## config.mk

```make
export PLATFORM = sky130hd
export DESIGN_NAME = pmc_top
export DESIGN_NICKNAME = d
export VERILOG_FILES = /design/src/inc/pmc_pkg.sv /design/src/hw/pmc_top.sv
export SDC_FILE = /design/constraint.sdc
export NUM_CORES = 1
export LEC_CHECK = 0
export ABC_AREA = 1
export BUFFER_PORTS_ARGS = -buffer_cell sky130_fd_sc_hd__buf_2
export CAP_MARGIN = 20
export CORE_UTILIZATION = 60
export DETAILED_ROUTE_END_ITERATION = 10
export PLACE_DENSITY_LB_ADDON = 0.08
export SYNTH_ARGS = -nofsm -noshare
export SYNTH_HDL_FRONTEND = slang
export SYNTH_SLANG_ARGS = --single-unit
```

## constraint.sdc

```tcl
create_clock -name i_clk_sys -period 6.8 [get_ports i_clk_sys]
set_clock_uncertainty 0.15 [all_clocks]
set_input_delay 0.34 -clock i_clk_sys [delete_from_list [all_inputs] [get_ports i_clk_sys]]
set_output_delay 0.34 -clock i_clk_sys [all_outputs]
set_load 0.05 [all_outputs]
```

## src/inc/pmc_pkg.sv

```systemverilog
// pmc_pkg: constants and carrier types of the power mode controller
package pmc_pkg;
    //------------------------------------------------------------------
    // timing
    //------------------------------------------------------------------
    localparam int unsigned CLK_PERIOD_NS = 25;
    localparam int unsigned UNIT_FAST_NS  = 100_000_000;
    localparam int unsigned UNIT_FAST_MS  = 100;
    localparam int unsigned UNIT_SLOW_MS  = 1000;
    localparam int unsigned UNIT_MIN_MS   = 60_000;
    localparam int unsigned TICK_CYC      = UNIT_FAST_NS / CLK_PERIOD_NS;
    localparam int unsigned TICKS_PER_S   = UNIT_SLOW_MS / UNIT_FAST_MS;
    localparam int unsigned TICKS_PER_MIN = UNIT_MIN_MS / UNIT_FAST_MS;

    //------------------------------------------------------------------
    // register indices (byte address is four times the index)
    //------------------------------------------------------------------
    localparam logic [9:0] IDX_RM_ADDR  = 10'h32C;
    localparam logic [9:0] IDX_RM_MASK  = 10'h32D;
    localparam logic [9:0] IDX_MODE     = 10'h330;
    localparam logic [9:0] IDX_PIN_ONDZ = 10'h331;
    localparam logic [9:0] IDX_PIN_SLP  = 10'h332;
    localparam logic [9:0] IDX_PIN_SPND = 10'h333;
    localparam logic [9:0] IDX_MON_CTRL = 10'h334;
    localparam logic [9:0] IDX_DZ_CFG   = 10'h335;
    localparam logic [9:0] IDX_SL_CFG   = 10'h336;

    //------------------------------------------------------------------
    // fields and reset values
    //------------------------------------------------------------------
    localparam int unsigned RESUME_BIT  = 3;
    localparam int unsigned PIN_W       = 6;
    localparam logic [5:0]  PIN_RST     = 6'h07;
    localparam int unsigned ONES_LSB    = 0;
    localparam int unsigned TENS_LSB    = 4;
    localparam int unsigned UNIT_BIT    = 7;
    localparam int unsigned RESTART_BIT = 8;
    localparam int unsigned TMR_EN_BIT  = 9;
    localparam logic [9:0]  DZ_RST      = 10'h100;
    localparam logic [9:0]  DZ_WMASK    = 10'h3FF;
    localparam logic [9:0]  SL_WMASK    = 10'h27F;
    localparam int unsigned MON_MEM_BIT = 0;
    localparam int unsigned MON_EN_BIT  = 1;
    localparam int unsigned MON_HIT_BIT = 4;
    localparam logic [2:0]  MODE_MAX    = 3'h3;

    typedef enum logic [1:0] {
        PMC_ON, PMC_DOZE, PMC_SLEEP, PMC_SUSPEND
    } pmc_mode_t;

    typedef struct packed {
        logic        read;
        logic        write;
        logic [11:0] address;
        logic [31:0] writedata;
        logic [3:0]  byteenable;
    } pmc_avs_req_t;

    typedef struct packed {
        logic        waitrequest;
        logic [31:0] readdata;
    } pmc_avs_rsp_t;

    typedef struct packed {
        logic        cycle;
        logic        mem;
        logic [19:0] addr;
    } pmc_cpu_t;
endpackage

```

## src/hw/pmc_top.sv

```systemverilog
// pmc_top: power mode controller with range monitor and idle timers
//
// Behaviour
// - mask bit 1 compares address bit, 0 ignores
// - I/O uses A15..0, memory uses A19..4
// - monitor address compared against selected CPU bits
// - mode field read/write, 0..3 enters mode
// - resume bit restores previous mode on activity
// - On/Doze drives pins from on/doze levels
// - Sleep drives pins from sleep levels
// - Suspend drives pins from suspend levels
// - pin level fields reset to 0x07
// - doze ones digit bits 3..0, 0..9
// - both doze digits zero disables doze timer
// - doze unit bit selects 100 ms or 1 s
// - doze restart on activity, resets to 1
// - doze enable bit 9, resets to 0
// - sleep config ones, tens, enable bit 9
// - sleep timer counts minutes, zero disables
`timescale 1ns/1ps
module pmc_top
    import pmc_pkg::*;
#(
    parameter int unsigned P_TICK_CYC = pmc_pkg::TICK_CYC
) (
    // clock and reset
    input  wire logic                  i_clk_sys,
    input  wire logic                  i_arst_n,
    // register bus
    input  wire pmc_pkg::pmc_avs_req_t i_avs,
    output      pmc_pkg::pmc_avs_rsp_t o_avs,
    // cpu bus and activity pins
    input  wire pmc_pkg::pmc_cpu_t     i_cpu,
    input  wire logic                  i_activity,
    // power control pins and state
    output      logic [5:0]            o_pwr_pin,
    output      logic [1:0]            o_mode
);
    import pmc_pkg::*;

    //------------------------------------------------------------------
    // pin synchronisers
    //------------------------------------------------------------------
    pmc_cpu_t    cpu_s1_q;
    pmc_cpu_t    cpu_s2_q;
    logic        act_s1_q;
    logic        act_s2_q;

    always_ff @(posedge i_clk_sys or negedge i_arst_n) begin
        if (!i_arst_n) begin
            cpu_s1_q <= '0;
            cpu_s2_q <= '0;
            act_s1_q <= 1'b0;
            act_s2_q <= 1'b0;
        end else begin
            cpu_s1_q <= i_cpu;
            cpu_s2_q <= cpu_s1_q;
            act_s1_q <= i_activity;
            act_s2_q <= act_s1_q;
        end
    end

    //------------------------------------------------------------------
    // registers
    //------------------------------------------------------------------
    logic [15:0] rm_addr_q;
    logic [15:0] rm_mask_q;
    logic [1:0]  mon_q;
    pmc_mode_t   mode_q;
    pmc_mode_t   mode_d;
    pmc_mode_t   prev_q;
    pmc_mode_t   prev_d;
    logic        resume_q;
    logic [5:0]  ondz_q;
    logic [5:0]  slp_q;
    logic [5:0]  spnd_q;
    logic [9:0]  dz_q;
    logic [9:0]  sl_q;
    logic [5:0]  pin_q;
    logic        ack_q;
    logic [31:0] rdata_q;

    //------------------------------------------------------------------
    // bus decode
    //------------------------------------------------------------------
    wire        req      = i_avs.read | i_avs.write;
    wire [9:0]  idx      = i_avs.address[11:2];
    wire        wr_take  = i_avs.write & ack_q;
    wire [15:0] wmask    = {{8{i_avs.byteenable[1]}},
                            {8{i_avs.byteenable[0]}}};
    wire        wsel_ra  = wr_take && idx == IDX_RM_ADDR;
    wire        wsel_rm  = wr_take && idx == IDX_RM_MASK;
    wire        wsel_md  = wr_take && idx == IDX_MODE;
    wire        wsel_po  = wr_take && idx == IDX_PIN_ONDZ;
    wire        wsel_ps  = wr_take && idx == IDX_PIN_SLP;
    wire        wsel_pp  = wr_take && idx == IDX_PIN_SPND;
    wire        wsel_mc  = wr_take && idx == IDX_MON_CTRL;
    wire        wsel_dz  = wr_take && idx == IDX_DZ_CFG;
    wire        wsel_sl  = wr_take && idx == IDX_SL_CFG;

    // byte-lane merge of write data over the old 16-bit value
    function automatic logic [15:0] merge(input logic [15:0] old_v,
                                          input logic [15:0] new_v,
                                          input logic [15:0] m);
        merge = (old_v & ~m) | (new_v & m);
    endfunction

    wire [15:0] mode_rd  = {12'h000, resume_q, 1'b0, mode_q};
    wire [15:0] mode_wv  = merge(mode_rd, i_avs.writedata[15:0], wmask);
    wire        mode_ok  = mode_wv[2:0] <= MODE_MAX;

    assign o_avs = '{waitrequest: req & ~ack_q, readdata: rdata_q};
    assign o_mode            = mode_q;
    assign o_pwr_pin         = pin_q;

    //------------------------------------------------------------------
    // range monitor
    //------------------------------------------------------------------
    wire        mon_mem  = mon_q[MON_MEM_BIT];
    wire        mon_en   = mon_q[MON_EN_BIT];
    wire [15:0] cpu_sel  = mon_mem ? cpu_s2_q.addr[19:4]
                                   : cpu_s2_q.addr[15:0];
    wire [15:0] diff     = (cpu_sel ^ rm_addr_q) & rm_mask_q;
    wire        rm_hit   = mon_en & cpu_s2_q.cycle
                         & (cpu_s2_q.mem == mon_mem)
                         & (diff == 16'h0000);
    wire        act      = rm_hit | act_s2_q;

    //------------------------------------------------------------------
    // prescaler: 100 ms tick, second and minute pulses
    //------------------------------------------------------------------
    logic [21:0] tick_cnt_q;
    logic [3:0]  sec_cnt_q;
    logic [9:0]  min_cnt_q;
    wire tick_p = tick_cnt_q == 22'(P_TICK_CYC - 1);
    wire sec_p  = tick_p && sec_cnt_q == 4'(TICKS_PER_S - 1);
    wire min_p  = tick_p && min_cnt_q == 10'(TICKS_PER_MIN - 1);

    always_ff @(posedge i_clk_sys or negedge i_arst_n) begin
        if (!i_arst_n) begin
            tick_cnt_q <= '0;
            sec_cnt_q  <= '0;
            min_cnt_q  <= '0;
        end else begin
            tick_cnt_q <= tick_p ? 22'h0 : tick_cnt_q + 22'h1;
            if (tick_p) begin
                sec_cnt_q <= sec_p ? 4'h0 : sec_cnt_q + 4'h1;
                min_cnt_q <= min_p ? 10'h0 : min_cnt_q + 10'h1;
            end
        end
    end

    //------------------------------------------------------------------
    // doze and sleep timers
    //------------------------------------------------------------------
    wire [3:0] dz_ones  = dz_q[ONES_LSB +: 4];
    wire [2:0] dz_tens  = dz_q[TENS_LSB +: 3];
    wire [6:0] dz_lim   = 7'(dz_tens) * 7'd10 + 7'(dz_ones);
    wire       dz_unit  = dz_q[UNIT_BIT] ? sec_p : tick_p;
    wire       dz_rst   = act & dz_q[RESTART_BIT];
    wire       dz_arm   = dz_q[TMR_EN_BIT]
                        && dz_lim != 7'h00
                        && mode_q == PMC_ON;
    wire [3:0] sl_ones  = sl_q[ONES_LSB +: 4];
    wire [2:0] sl_tens  = sl_q[TENS_LSB +: 3];
    wire [6:0] sl_lim   = 7'(sl_tens) * 7'd10 + 7'(sl_ones);
    wire       sl_arm   = sl_q[TMR_EN_BIT]
                        && sl_lim != 7'h00
                        && mode_q == PMC_DOZE;
    logic [6:0] dz_cnt_q;
    logic [6:0] sl_cnt_q;
    wire dz_exp = dz_arm & dz_unit & ~dz_rst
                & (dz_cnt_q == dz_lim - 7'h01);
    wire sl_exp = sl_arm & min_p & ~act
                & (sl_cnt_q == sl_lim - 7'h01);

    always_ff @(posedge i_clk_sys or negedge i_arst_n) begin
        if (!i_arst_n) begin
            dz_cnt_q <= '0;
            sl_cnt_q <= '0;
        end else begin
            if (!dz_arm || dz_rst || dz_exp)
                dz_cnt_q <= 7'h00;
            else if (dz_unit)
                dz_cnt_q <= dz_cnt_q + 7'h01;
            if (!sl_arm || act || sl_exp)
                sl_cnt_q <= 7'h00;
            else if (min_p)
                sl_cnt_q <= sl_cnt_q + 7'h01;
        end
    end

    //------------------------------------------------------------------
    // mode sequencing
    //------------------------------------------------------------------
    always_comb begin
        mode_d = mode_q;
        prev_d = prev_q;
        if (wsel_md && mode_ok) begin
            mode_d = pmc_mode_t'(mode_wv[1:0]);
            prev_d = mode_q;
        end else if (act && resume_q && mode_q != prev_q) begin
            mode_d = prev_q;
        end else if (dz_exp) begin
            mode_d = PMC_DOZE;
            prev_d = mode_q;
        end else if (sl_exp) begin
            mode_d = PMC_SLEEP;
        end
    end

    always_ff @(posedge i_clk_sys or negedge i_arst_n) begin
        if (!i_arst_n) begin
            mode_q <= PMC_ON;
            prev_q <= PMC_ON;
        end else begin
            mode_q <= mode_d;
            prev_q <= prev_d;
        end
    end

    //------------------------------------------------------------------
    // power control pins
    //------------------------------------------------------------------
    always_ff @(posedge i_clk_sys or negedge i_arst_n) begin
        if (!i_arst_n) begin
            pin_q <= PIN_RST;
        end else begin
            case (mode_q)
                PMC_ON, PMC_DOZE: pin_q <= ondz_q;
                PMC_SLEEP:        pin_q <= slp_q;
                PMC_SUSPEND:      pin_q <= spnd_q;
                default:          pin_q <= ondz_q;
            endcase
        end
    end

    //------------------------------------------------------------------
    // register writes
    //------------------------------------------------------------------
    wire [15:0] wd = i_avs.writedata[15:0];
    wire [15:0] mc_wv = merge({14'h0000, mon_q}, wd, wmask);
    wire [15:0] po_wv = merge({10'h000, ondz_q}, wd, wmask);
    wire [15:0] ps_wv = merge({10'h000, slp_q}, wd, wmask);
    wire [15:0] pp_wv = merge({10'h000, spnd_q}, wd, wmask);
    wire [15:0] dz_wv = merge({6'h00, dz_q}, wd, wmask);
    wire [15:0] sl_wv = merge({6'h00, sl_q}, wd, wmask);

    always_ff @(posedge i_clk_sys or negedge i_arst_n) begin
        if (!i_arst_n) begin
            rm_addr_q <= '0;
            rm_mask_q <= '0;
            mon_q     <= '0;
            resume_q  <= 1'b0;
            ondz_q    <= PIN_RST;
            slp_q     <= PIN_RST;
            spnd_q    <= PIN_RST;
            dz_q      <= DZ_RST;
            sl_q      <= '0;
        end else begin
            if (wsel_ra) rm_addr_q <= merge(rm_addr_q, wd, wmask);
            if (wsel_rm) rm_mask_q <= merge(rm_mask_q, wd, wmask);
            if (wsel_mc) mon_q <= mc_wv[1:0];
            if (wsel_md) resume_q <= mode_wv[RESUME_BIT];
            if (wsel_po) ondz_q <= po_wv[5:0];
            if (wsel_ps) slp_q <= ps_wv[5:0];
            if (wsel_pp) spnd_q <= pp_wv[5:0];
            if (wsel_dz) dz_q <= dz_wv[9:0] & DZ_WMASK;
            if (wsel_sl) sl_q <= sl_wv[9:0] & SL_WMASK;
        end
    end

    //------------------------------------------------------------------
    // read mux and handshake
    //------------------------------------------------------------------
    logic [15:0] rd_mux;
    always_comb begin
        case (idx)
            IDX_RM_ADDR:  rd_mux = rm_addr_q;
            IDX_RM_MASK:  rd_mux = rm_mask_q;
            IDX_MODE:     rd_mux = mode_rd;
            IDX_PIN_ONDZ: rd_mux = {10'h000, ondz_q};
            IDX_PIN_SLP:  rd_mux = {10'h000, slp_q};
            IDX_PIN_SPND: rd_mux = {10'h000, spnd_q};
            IDX_MON_CTRL: rd_mux = {11'h000, rm_hit, 2'h0, mon_q};
            IDX_DZ_CFG:   rd_mux = {6'h00, dz_q};
            IDX_SL_CFG:   rd_mux = {6'h00, sl_q};
            default:      rd_mux = 16'h0000;
        endcase
    end

    always_ff @(posedge i_clk_sys or negedge i_arst_n) begin
        if (!i_arst_n) begin
            ack_q   <= 1'b0;
            rdata_q <= '0;
        end else begin
            ack_q <= req & ~ack_q;
            if (i_avs.read && !ack_q)
                rdata_q <= {16'h0000, rd_mux};
        end
    end
endmodule // pmc_top

```

==> flow_metrics.env, run 1 <==
export IMPL_initial_utilization_pct=61.8
export IMPL_crit_top_cell="nand2_1"
export IMPL_synth_flop_cell="dfrtp_1"
export IMPL_cts_resized=0
export IMPL_relSlewSlack_pct=35.4
export IMPL_htree_levels=4
export IMPL_max_cap_violations=0
export IMPL_rrSetupSlack_ns=3.64
export IMPL_final_nets=1423
export IMPL_yosys_warnings=0
export IMPL_post_route_period_util_pct=46.5
export IMPL_clock_sinks=194
export IMPL_slew_violations=0
export IMPL_hold_start="i_avs[16]"
export IMPL_cp_max_fo=21
export IMPL_setup_viol=0
export IMPL_synth_top_family_by_area="simple AND/OR/NAND/NOR gates"
export IMPL_worstPathRequired_ns=7.00
export IMPL_critical_path_buf_inv_count=1
export IMPL_grt_pass1_wl_mm=37.1
export IMPL_synth_cell_types=54
export IMPL_synth_edf_count=0
export IMPL_antenna_found_initial=1
export IMPL_finalWeightedCongestion=0.900
export IMPL_grt_ovfl_total=0
export IMPL_drc_errors=0
export IMPL_rsz0062_at_grt="false"
export IMPL_r2r_end="sl_cnt_q[2]"
export IMPL_ff2ff_path_depth=12
export IMPL_min_path_type="primary input to flop"
export IMPL_synth_seq_area_share_pct=49.3
export IMPL_worstPathArrival_ns=3.36
export IMPL_synth_cells=1220
export IMPL_crit_slowest_cell="dfrtp_1"
export IMPL_die_w_um=130
export IMPL_track_usage_pct=28.8
export IMPL_cts_setup_buffers=0
export IMPL_cts_hold_buffers=26
export IMPL_io_buffer_count=79
export IMPL_ant_nets=0
export IMPL_synth_fa_ha_area_share_pct=3.19
export IMPL_clk_latency_ns=0.44
export IMPL_die_height_um=130
export IMPL_drtIter0Drc=614
export IMPL_synth_mux_area_share_pct=0.101
export IMPL_fin_cells=1553
export IMPL_die_area_um2=17000
export IMPL_syn_area_per_cell_um2=8.11
export IMPL_crit_chain="inv_2, nand2_1, nand3_1, nand3_1, nand2_1, nor2_1, nand3_1, o21bai_4, nor2_1, nand2_1, nand2_1, nor3b_1"
export IMPL_synth_seq_cells=194
export IMPL_rows=46
export IMPL_grt_pass1_vias=7613
export IMPL_path_delay_family="simple AND/OR/NAND/NOR gates"
export IMPL_p_per_area_nw_per_um2=213
export IMPL_tightest_slew_ns=0.969
export IMPL_core_um2=16000
export IMPL_finalCriticalPeriod_ns=3.16
export IMPL_dr_pass1_iters=5
export IMPL_dp_cells=1495
export IMPL_setup_tns_final_ns=0
export IMPL_place_hpwl_mm=16.2
export IMPL_p_leak_uw=0.00540
export IMPL_numCtsBuffers=17
export IMPL_synth_cell_area_um2=9890
export IMPL_outcome="completed"
export IMPL_slowest_delay_ns=0.84
export IMPL_clk_pin_slew_ns=0.08
export IMPL_vias=8298
export IMPL_vias_per_cell=5.34
export IMPL_routedWlPerCell_um=14.7
export IMPL_crit_type="flop to flop"
export IMPL_clock_fmax_mhz=316
export IMPL_synthSimpleGateAreaFrac_pct=26.1
export IMPL_hold_depth=3
export IMPL_area_delta_synth_final_pct=14.0
export IMPL_peakVddDrop_mv=0.189
export IMPL_top_level_ports=116
export IMPL_finalHoldViolations=0
export IMPL_drive_above_1_share_pct=12.5
export IMPL_synth_compound_area_share_pct=11.0
export IMPL_start_kind="flop"
export IMPL_synth_xor_area_share_pct=1.95
export IMPL_clockRootBuffer="clkbuf_16"
export IMPL_critical_path_endpoint_type="flop"
export IMPL_clock_path_buffers=2
export IMPL_grt_max_degree=127
export IMPL_cts_tree="done"
export IMPL_async_reset_ff_share_pct=100
export IMPL_routed_wl_mm=22.9
synthesized netlist by cell type, drive strengths merged, types with 17 or more instances:
cell type,instances,area share (%)
o21ai,106,5.4
ha,22,2.8
nor3,21,1.2
xor2,17,1.5
nand3,87,4.7
buf,19,1.5
dfrtp,181,46
a21oi,40,2.1
inv,163,6.2
nand2,347,13
nor2,99,4.3
nand4,17,1.1
clkbuf,17,0.65
layout by cell type (no fill, tap or decap), types with 10 or more instances in the layout:
cell,Yosys,routed
a21oi_1,38,38
buf_2,0,78
nor2_1,86,86
clkbuf_16,0,17
o21ai_1,10,10
nand2_1,338,338
o21ai_0,95,95
inv_1,160,160
xor2_1,17,17
nand4_1,17,17
ha_1,22,22
nand3_1,82,82
dfrtp_1,181,181
dfstp_2,13,13
nor3_1,19,19
dlygate4sd3_1,0,26
conb_1,1,16
metrics by stage:
stage	total power [uW]	util, %	worst slack [ns]	cell area (um2)	hold WS (ns)
floorplan	1340	-	4.24	9940	-0.106
global placement	1400	65.1	3.72	10400	0.183
detailed placement	1400	65.1	3.70	10400	0.185
CTS	2420	70.4	3.68	11300	0.000317
global route	2480	70.4	3.42	11300	0.0213
finish	2400	70.4	3.64	11300	0.00526
power breakdown:
part / leakage, uW / internal (uW) / switching [uW]
clock network: 0.000286 / 525 / 483
logic: 0.00262 / 49.7 / 141
registers: 0.00250 / 1180 / 27.5
total: 0.00540 / 1750 / 652
area by class of cell:
| class | instances | area (um2) |
|---|---|---|
| timing repair buffer | 106 | 672 |
| clock inverter | 13 | 164 |
| inverter | 164 | 616 |
| sequential | 194 | 4870 |
| antenna | 1 | 2.50 |
| multi-input combinational | 841 | 4250 |
| fill | 1316 | 4730 |
| tap | 216 | 270 |
| clock buffer | 18 | 429 |
per-layer routing:
metal / part of all wire [%] / track usage (%) / vias up
met4: 2.2 / 9.74 / 0
met1: 44 / 38.9 / 3912
met2: 48 / 47.0 / 243
met5: 0 / 0 / -
li1: - / - / 4114
met3: 5.7 / 5.58 / 29
tightest hold or removal path, stage by stage:
cell,delay (ns)
buf_2,0.09
inv_1,0.05
o21ai_0,0.07
how the worst max path moves through the flow:
stage	from	slack, ns	depth (start not counted)	to
floorplan	flop	4.24	16	dz_cnt_q[2]
global placement	flop	3.72	12	sl_cnt_q[2]
detailed placement	flop	3.70	14	sl_cnt_q[2]
CTS	flop	3.68	12	sl_cnt_q[2]
global route	flop	3.42	12	sl_cnt_q[2]
finish	flop	3.64	12	sl_cnt_q[2]
cells by family (layout without fill, tap and decap cells):
| logic type | Yosys count | after routing |
|---|---|---|
| muxes | 1 | 1 |
| and+or+nand+nor | 589 | 589 |
| adders and majority gates | 24 | 24 |
| AOI/OAI and AO/OA | 189 | 189 |
| xor gates and xnor gates | 22 | 22 |
| buffers and inverters | 200 | 301 |
| other | 1 | 17 |
| DFF | 194 | 194 |
(Power assumes the default switching activity.)
==> run 2, diff against run 1 <==
Settings changed: CORE_UTILIZATION 60 to 59.
Clock period 6.8 ns to 3.04 ns, I/O delays scaled along.
==> flow_metrics.env, run 2 (same netlist as run 1, synthesis figures left out) <==
export IMPL_initial_utilization_pct=61.4
export IMPL_clk_pin_slew_ns=0.07
export IMPL_ff2ff_path_depth=18
export IMPL_power_total_uw=5550
export IMPL_wl_met3_mm=1.41
export IMPL_p_per_area_nw_per_um2=473
export IMPL_cp_max_fo=6
export IMPL_start_kind="flop"
export IMPL_top_level_ports=116
export IMPL_clk_latency_ns=0.45
export IMPL_hold_start="i_avs[1]"
export IMPL_drc_errors=0
export IMPL_critical_path_endpoint_type="flop"
export IMPL_die_height_um=131
export IMPL_mostFrequentLayoutCells="nand2_1, dfrtp_1, inv_1"
export IMPL_ant_nets=0
export IMPL_vias=8630
export IMPL_numCtsBuffers=17
export IMPL_rows=46
export IMPL_core_um2=16100
export IMPL_place_hpwl_mm=16.9
export IMPL_slew_violations=0
export IMPL_relSlewSlack_pct=55.8
export IMPL_area_delta_synth_final_pct=18.7
export IMPL_tightest_slew_ns=0.660
export IMPL_final_setup_worst_slack_ns=0.110
export IMPL_setup_viol=0
export IMPL_final_common_cell="nand2_1"
export IMPL_worstPathRequired_ns=3.22
export IMPL_crit_type="flop to flop"
export IMPL_nFillCells=1239
export IMPL_io_buffer_count=79
export IMPL_p_leak_uw=0.00561
export IMPL_post_place_ws_ns=0.0199
export IMPL_wl_met1_mm=10.7
export IMPL_htree_levels=4
export IMPL_antenna_found_initial=0
export IMPL_peakVddDrop_mv=0.452
export IMPL_clock_path_buffers=2
export IMPL_worstPathArrival_ns=3.11
export IMPL_finalHoldViolations=0
export IMPL_routedWlPerCell_um=15.5
export IMPL_grt_pass1_wl_mm=40.3
export IMPL_clock_fmax_mhz=341
export IMPL_wl_met2_mm=11.9
export IMPL_die_w_um=131
export IMPL_finalCriticalPeriod_ns=2.93
export IMPL_clockRootBuffer="clkbuf_16"
export IMPL_min_path_type="primary input to flop"
export IMPL_grt_pass1_vias=8118
export IMPL_rrSetupSlack_ns=0.11
export IMPL_die_area_um2=17300
export IMPL_cts_tree="done"
export IMPL_grt_max_degree=69
export IMPL_dr_pass1_iters=6
export IMPL_post_route_period_util_pct=96.4
export IMPL_clock_sinks=194
export IMPL_drive_above_1_share_pct=15.2
export IMPL_hold_depth=5
export IMPL_track_usage_pct=29.7
export IMPL_top_layer="met4"
export IMPL_finalWeightedCongestion=0.939
export IMPL_max_cap_violations=0
export IMPL_grt_ovfl_total=0
export IMPL_outcome="completed"
export IMPL_drtIter0Drc=763
export IMPL_diodes=0
export IMPL_vias_per_cell=5.42
export IMPL_routed_wl_mm=24.6
export IMPL_final_nets=1462
-- run 2: cell count changes in the layout (fill, tap and decap cells not counted), moves of 3 or more --
cell / previous run / this run
buf_4: 1 / 23
dlygate4sd3_1: 26 / 42
nand2_1: 338 / 333
nand2_2: 9 / 14
clkinv_8: 3 / 7
ha_1: 22 / 19
nor2_1: 86 / 83
-- run 2: timing repair --
action                                 in CTS  in global routing
gates resized for setup                     1                 20
setup buffers                               0                  5
setup endpoints to repair                   1                 18
hold buffers                               42                  0
endpoints found under the hold margin     135                  0
-- run 2: metal layers --
| layer | vias up | track usage, % |
|---|---|---|
| met2 | 314 | 47.6 |
| li1 | 4199 | - |
| met1 | 4070 | 40.5 |
| met5 | - | 0 |
| met4 | 0 | 11.4 |
| met3 | 47 | 5.13 |
-- run 2: area by class of cell --
type | count | area [um2] | area share [%]
Sequential cell | 194 | 4870 | 41.5
Multi-Input combinational cell | 841 | 4320 | 36.8
Timing Repair Buffer | 145 | 1020 | 8.66
Inverter | 164 | 616 | 5.24
Clock buffer | 17 | 425 | 3.62
Tap cell | 216 | 270 | 2.30
Clock inverter | 15 | 223 | 1.90
-- run 2: how the worst max path moves through the flow --
stage / startpoint / to / slack, ns / cells after the start
CTS: flop / flop / 0.02 / 17
global route: flop / flop / -0.04 / 19
global placement: flop / sl_cnt_q[2] / 0.15 / 16
detailed placement: flop / sl_cnt_q[2] / 0.02 / 16
finish: flop / flop / 0.11 / 18
floorplan: flop / dz_cnt_q[2] / 0.48 / 16
-- run 2: where the power goes --
part	switching, uW	total [uW]	internal, uW
logic	323	454	132
clock network	1190	2400	1210
registers	66.3	2700	2630
-- run 2: metrics by stage --
stage	cell area (um2)	TNS (ns)	utilization (%)	instances	hold WS, ns
after floorplan	9940	0	-	1235	-0.294
after CTS	11600	0	72.2	1587	0.00102
after global placement	10600	0	65.6	1513	0.0337
final	11700	0	72.9	1592	0.0184
after detailed placement	10600	0	65.6	1513	0.0339
after global routing	11700	-0.119	72.9	1592	0.0487
-- run 2: critical path, stage by stage, from the launching register on --
cell and delay [ns]:
dfrtp_1 0.41, ha_1 0.36, ha_1 0.33, nand3_1 0.11, nand2_1 0.10, nand2_2 0.10, nor2_1 0.18, nand2_1 0.07
nand2_1 0.07, nand2_1 0.09, buf_4 0.15, nand3_1 0.07, nand2_1 0.05, nor2_1 0.13, nand2_2 0.13, nand2_1 0.12
o21bai_2 0.09, nand2_1 0.06, nand2_1 0.05
==> run 3, diff against run 2 <==
Settings changed: CAP_MARGIN 20 to 5, RECOVER_POWER set to 100.
==> flow_metrics.env, run 3 (same netlist as run 1, synthesis figures left out) <==
export IMPL_outcome="complete, but fails checks"
export IMPL_violations="capacitance limit, slew limit"
export IMPL_ant_nets=0
export IMPL_setup_tns_final_ns=0
export IMPL_final_common_cell="nand2_1"
export IMPL_wl_met2_mm=11.8
export IMPL_drive_above_1_share_pct=11.9
export IMPL_track_usage_pct=29.7
export IMPL_dr_pass1_iters=5
export IMPL_post_route_period_util_pct=96.3
export IMPL_routed_wl_mm=24.6
export IMPL_mostFrequentLayoutCells="nand2_1, dfrtp_1, inv_1"
export IMPL_finalHoldViolations=0
export IMPL_dpl_instance_area_um2=10600
export IMPL_clock_sinks=194
export IMPL_grt_max_degree=69
export IMPL_relSlewSlack_pct=-13.7
export IMPL_ff_latch_area_um2=4870
export IMPL_utilization_pct=72.1
export IMPL_final_nets=1462
export IMPL_place_hpwl_mm=16.9
export IMPL_core_um2=16100
export IMPL_max_cap_violations=1
export IMPL_rows=46
export IMPL_drtIter0Drc=767
export IMPL_hold_slack_ns=0.0169
export IMPL_drc_errors=0
export IMPL_cts_tree="done"
export IMPL_vias=8553
export IMPL_start_kind="flop"
export IMPL_nFillCells=1273
export IMPL_tightest_slew_ns=1.71
export IMPL_wl_met1_mm=10.7
export IMPL_clk_pin_slew_ns=0.08
export IMPL_clk_latency_ns=0.45
export IMPL_io_buffer_count=79
export IMPL_finalWeightedCongestion=0.939
export IMPL_worstPathArrival_ns=3.10
export IMPL_die_w_um=131
export IMPL_initial_utilization_pct=61.4
export IMPL_routedWlPerCell_um=15.4
export IMPL_top_layer="met4"
export IMPL_vias_per_cell=5.37
export IMPL_worstPathRequired_ns=3.22
export IMPL_multiInputGateArea_um2=4270
export IMPL_critical_path_endpoint_type="flop"
export IMPL_numCtsBuffers=17
export IMPL_htree_levels=4
export IMPL_die_height_um=131
export IMPL_finalCriticalPeriod_ns=2.93
export IMPL_slew_violations=69
export IMPL_cp_max_fo=6
export IMPL_clockRootBuffer="clkbuf_16"
export IMPL_grt_pass1_vias=8118
export IMPL_fin_area_um2=11600
export IMPL_top_level_ports=116
export IMPL_p_per_area_nw_per_um2=477
export IMPL_min_path_type="primary input to flop"
export IMPL_setup_viol=0
export IMPL_antenna_found_initial=0
export IMPL_wl_met3_mm=1.47
export IMPL_clock_path_buffers=2
export IMPL_die_area_um2=17300
export IMPL_grt_ovfl_total=0
export IMPL_p_leak_uw=0.00549
export IMPL_area_delta_synth_final_pct=17.6
export IMPL_diodes=0
export IMPL_grt_pass1_wl_mm=40.3
export IMPL_peakVddDrop_mv=0.454
export IMPL_crit_type="flop to flop"
export IMPL_clock_fmax_mhz=342
## run 3: cell types whose count changed in the layout (fill, tap and decap cells not counted), sizes merged
cell / previous run / this run
clkbuf: 18 / 50
buf: 102 / 70
## run 3: per-layer routing
| metal | GRT usage [%] | up-vias |
|---|---|---|
| met5 | 0 | - |
| met4 | 11.4 | 0 |
| met1 | 40.5 | 3994 |
| met3 | 5.13 | 48 |
| li1 | - | 4195 |
| met2 | 47.6 | 316 |
## run 3: where the power goes
part,switching [uW],internal (uW),total [uW]
clock,1190,1210,2400
combinational,322,124,446
sequential,66.1,2630,2700
total,1580,3970,5550
## run 3: layout make-up
class | count | area share, %
well taps | 216 | 2.32
inverters | 164 | 5.30
multi-input cells | 841 | 36.8
clock buffers | 17 | 3.66
clock inverters | 15 | 1.92
repair buffers | 145 | 8.15
flip-flops and latches | 194 | 41.9
## run 3: what timing repair did
action	in CTS	in global routing
pin swaps	0	0
setup endpoints to repair	1	18
hold endpoints to repair	135	0
buffers inserted	0	5
gates resized for setup	1	20
hold buffers	42	0
## run 3: worst max-delay path: stages, from the launching register on
cell and delay [ns]:
dfrtp_1 0.41, ha_1 0.36, ha_1 0.33, nand3_1 0.11, nand2_1 0.10, nand2_2 0.10, nor2_1 0.18, nand2_1 0.07
nand2_1 0.07, nand2_1 0.09, buf_4 0.15, nand3_1 0.07, nand2_1 0.05, nor2_1 0.13, nand2_2 0.13, nand2_1 0.12
o21bai_2 0.09, nand2_1 0.06, nand2_1 0.05
## run 3: final timing paths
| kind | start | to | slack [ns] | depth (start not counted) |
|---|---|---|---|---|
| max reg2reg | flop | flop | 0.11 | 18 |
| max in group asynchronous | i_arst_n | cpu_s2_q[21] | 0.50 | 3 |
| max | flop | flop | 0.11 | 18 |
| min reg2reg | cpu_s1_q[6] | cpu_s2_q[6] | 0.20 | 0 |
| min in group asynchronous | i_arst_n | rdata_q[4] | 0.52 | 2 |
| min | i_avs[1] | flop | 0.02 | 5 |
## run 3: metrics by stage
step / cells / worst slack (ns) / power (uW)
2_1_floorplan: 1235 / 0.485 / 2990
3_3_place_gp: 1513 / 0.148 / 3140
3_5_place_dp: 1513 / 0.0199 / 3140
4_1_cts: 1587 / 0.0153 / 5560
5_1_grt: 1592 / -0.0388 / 5720
6_report: 1592 / 0.113 / 5550
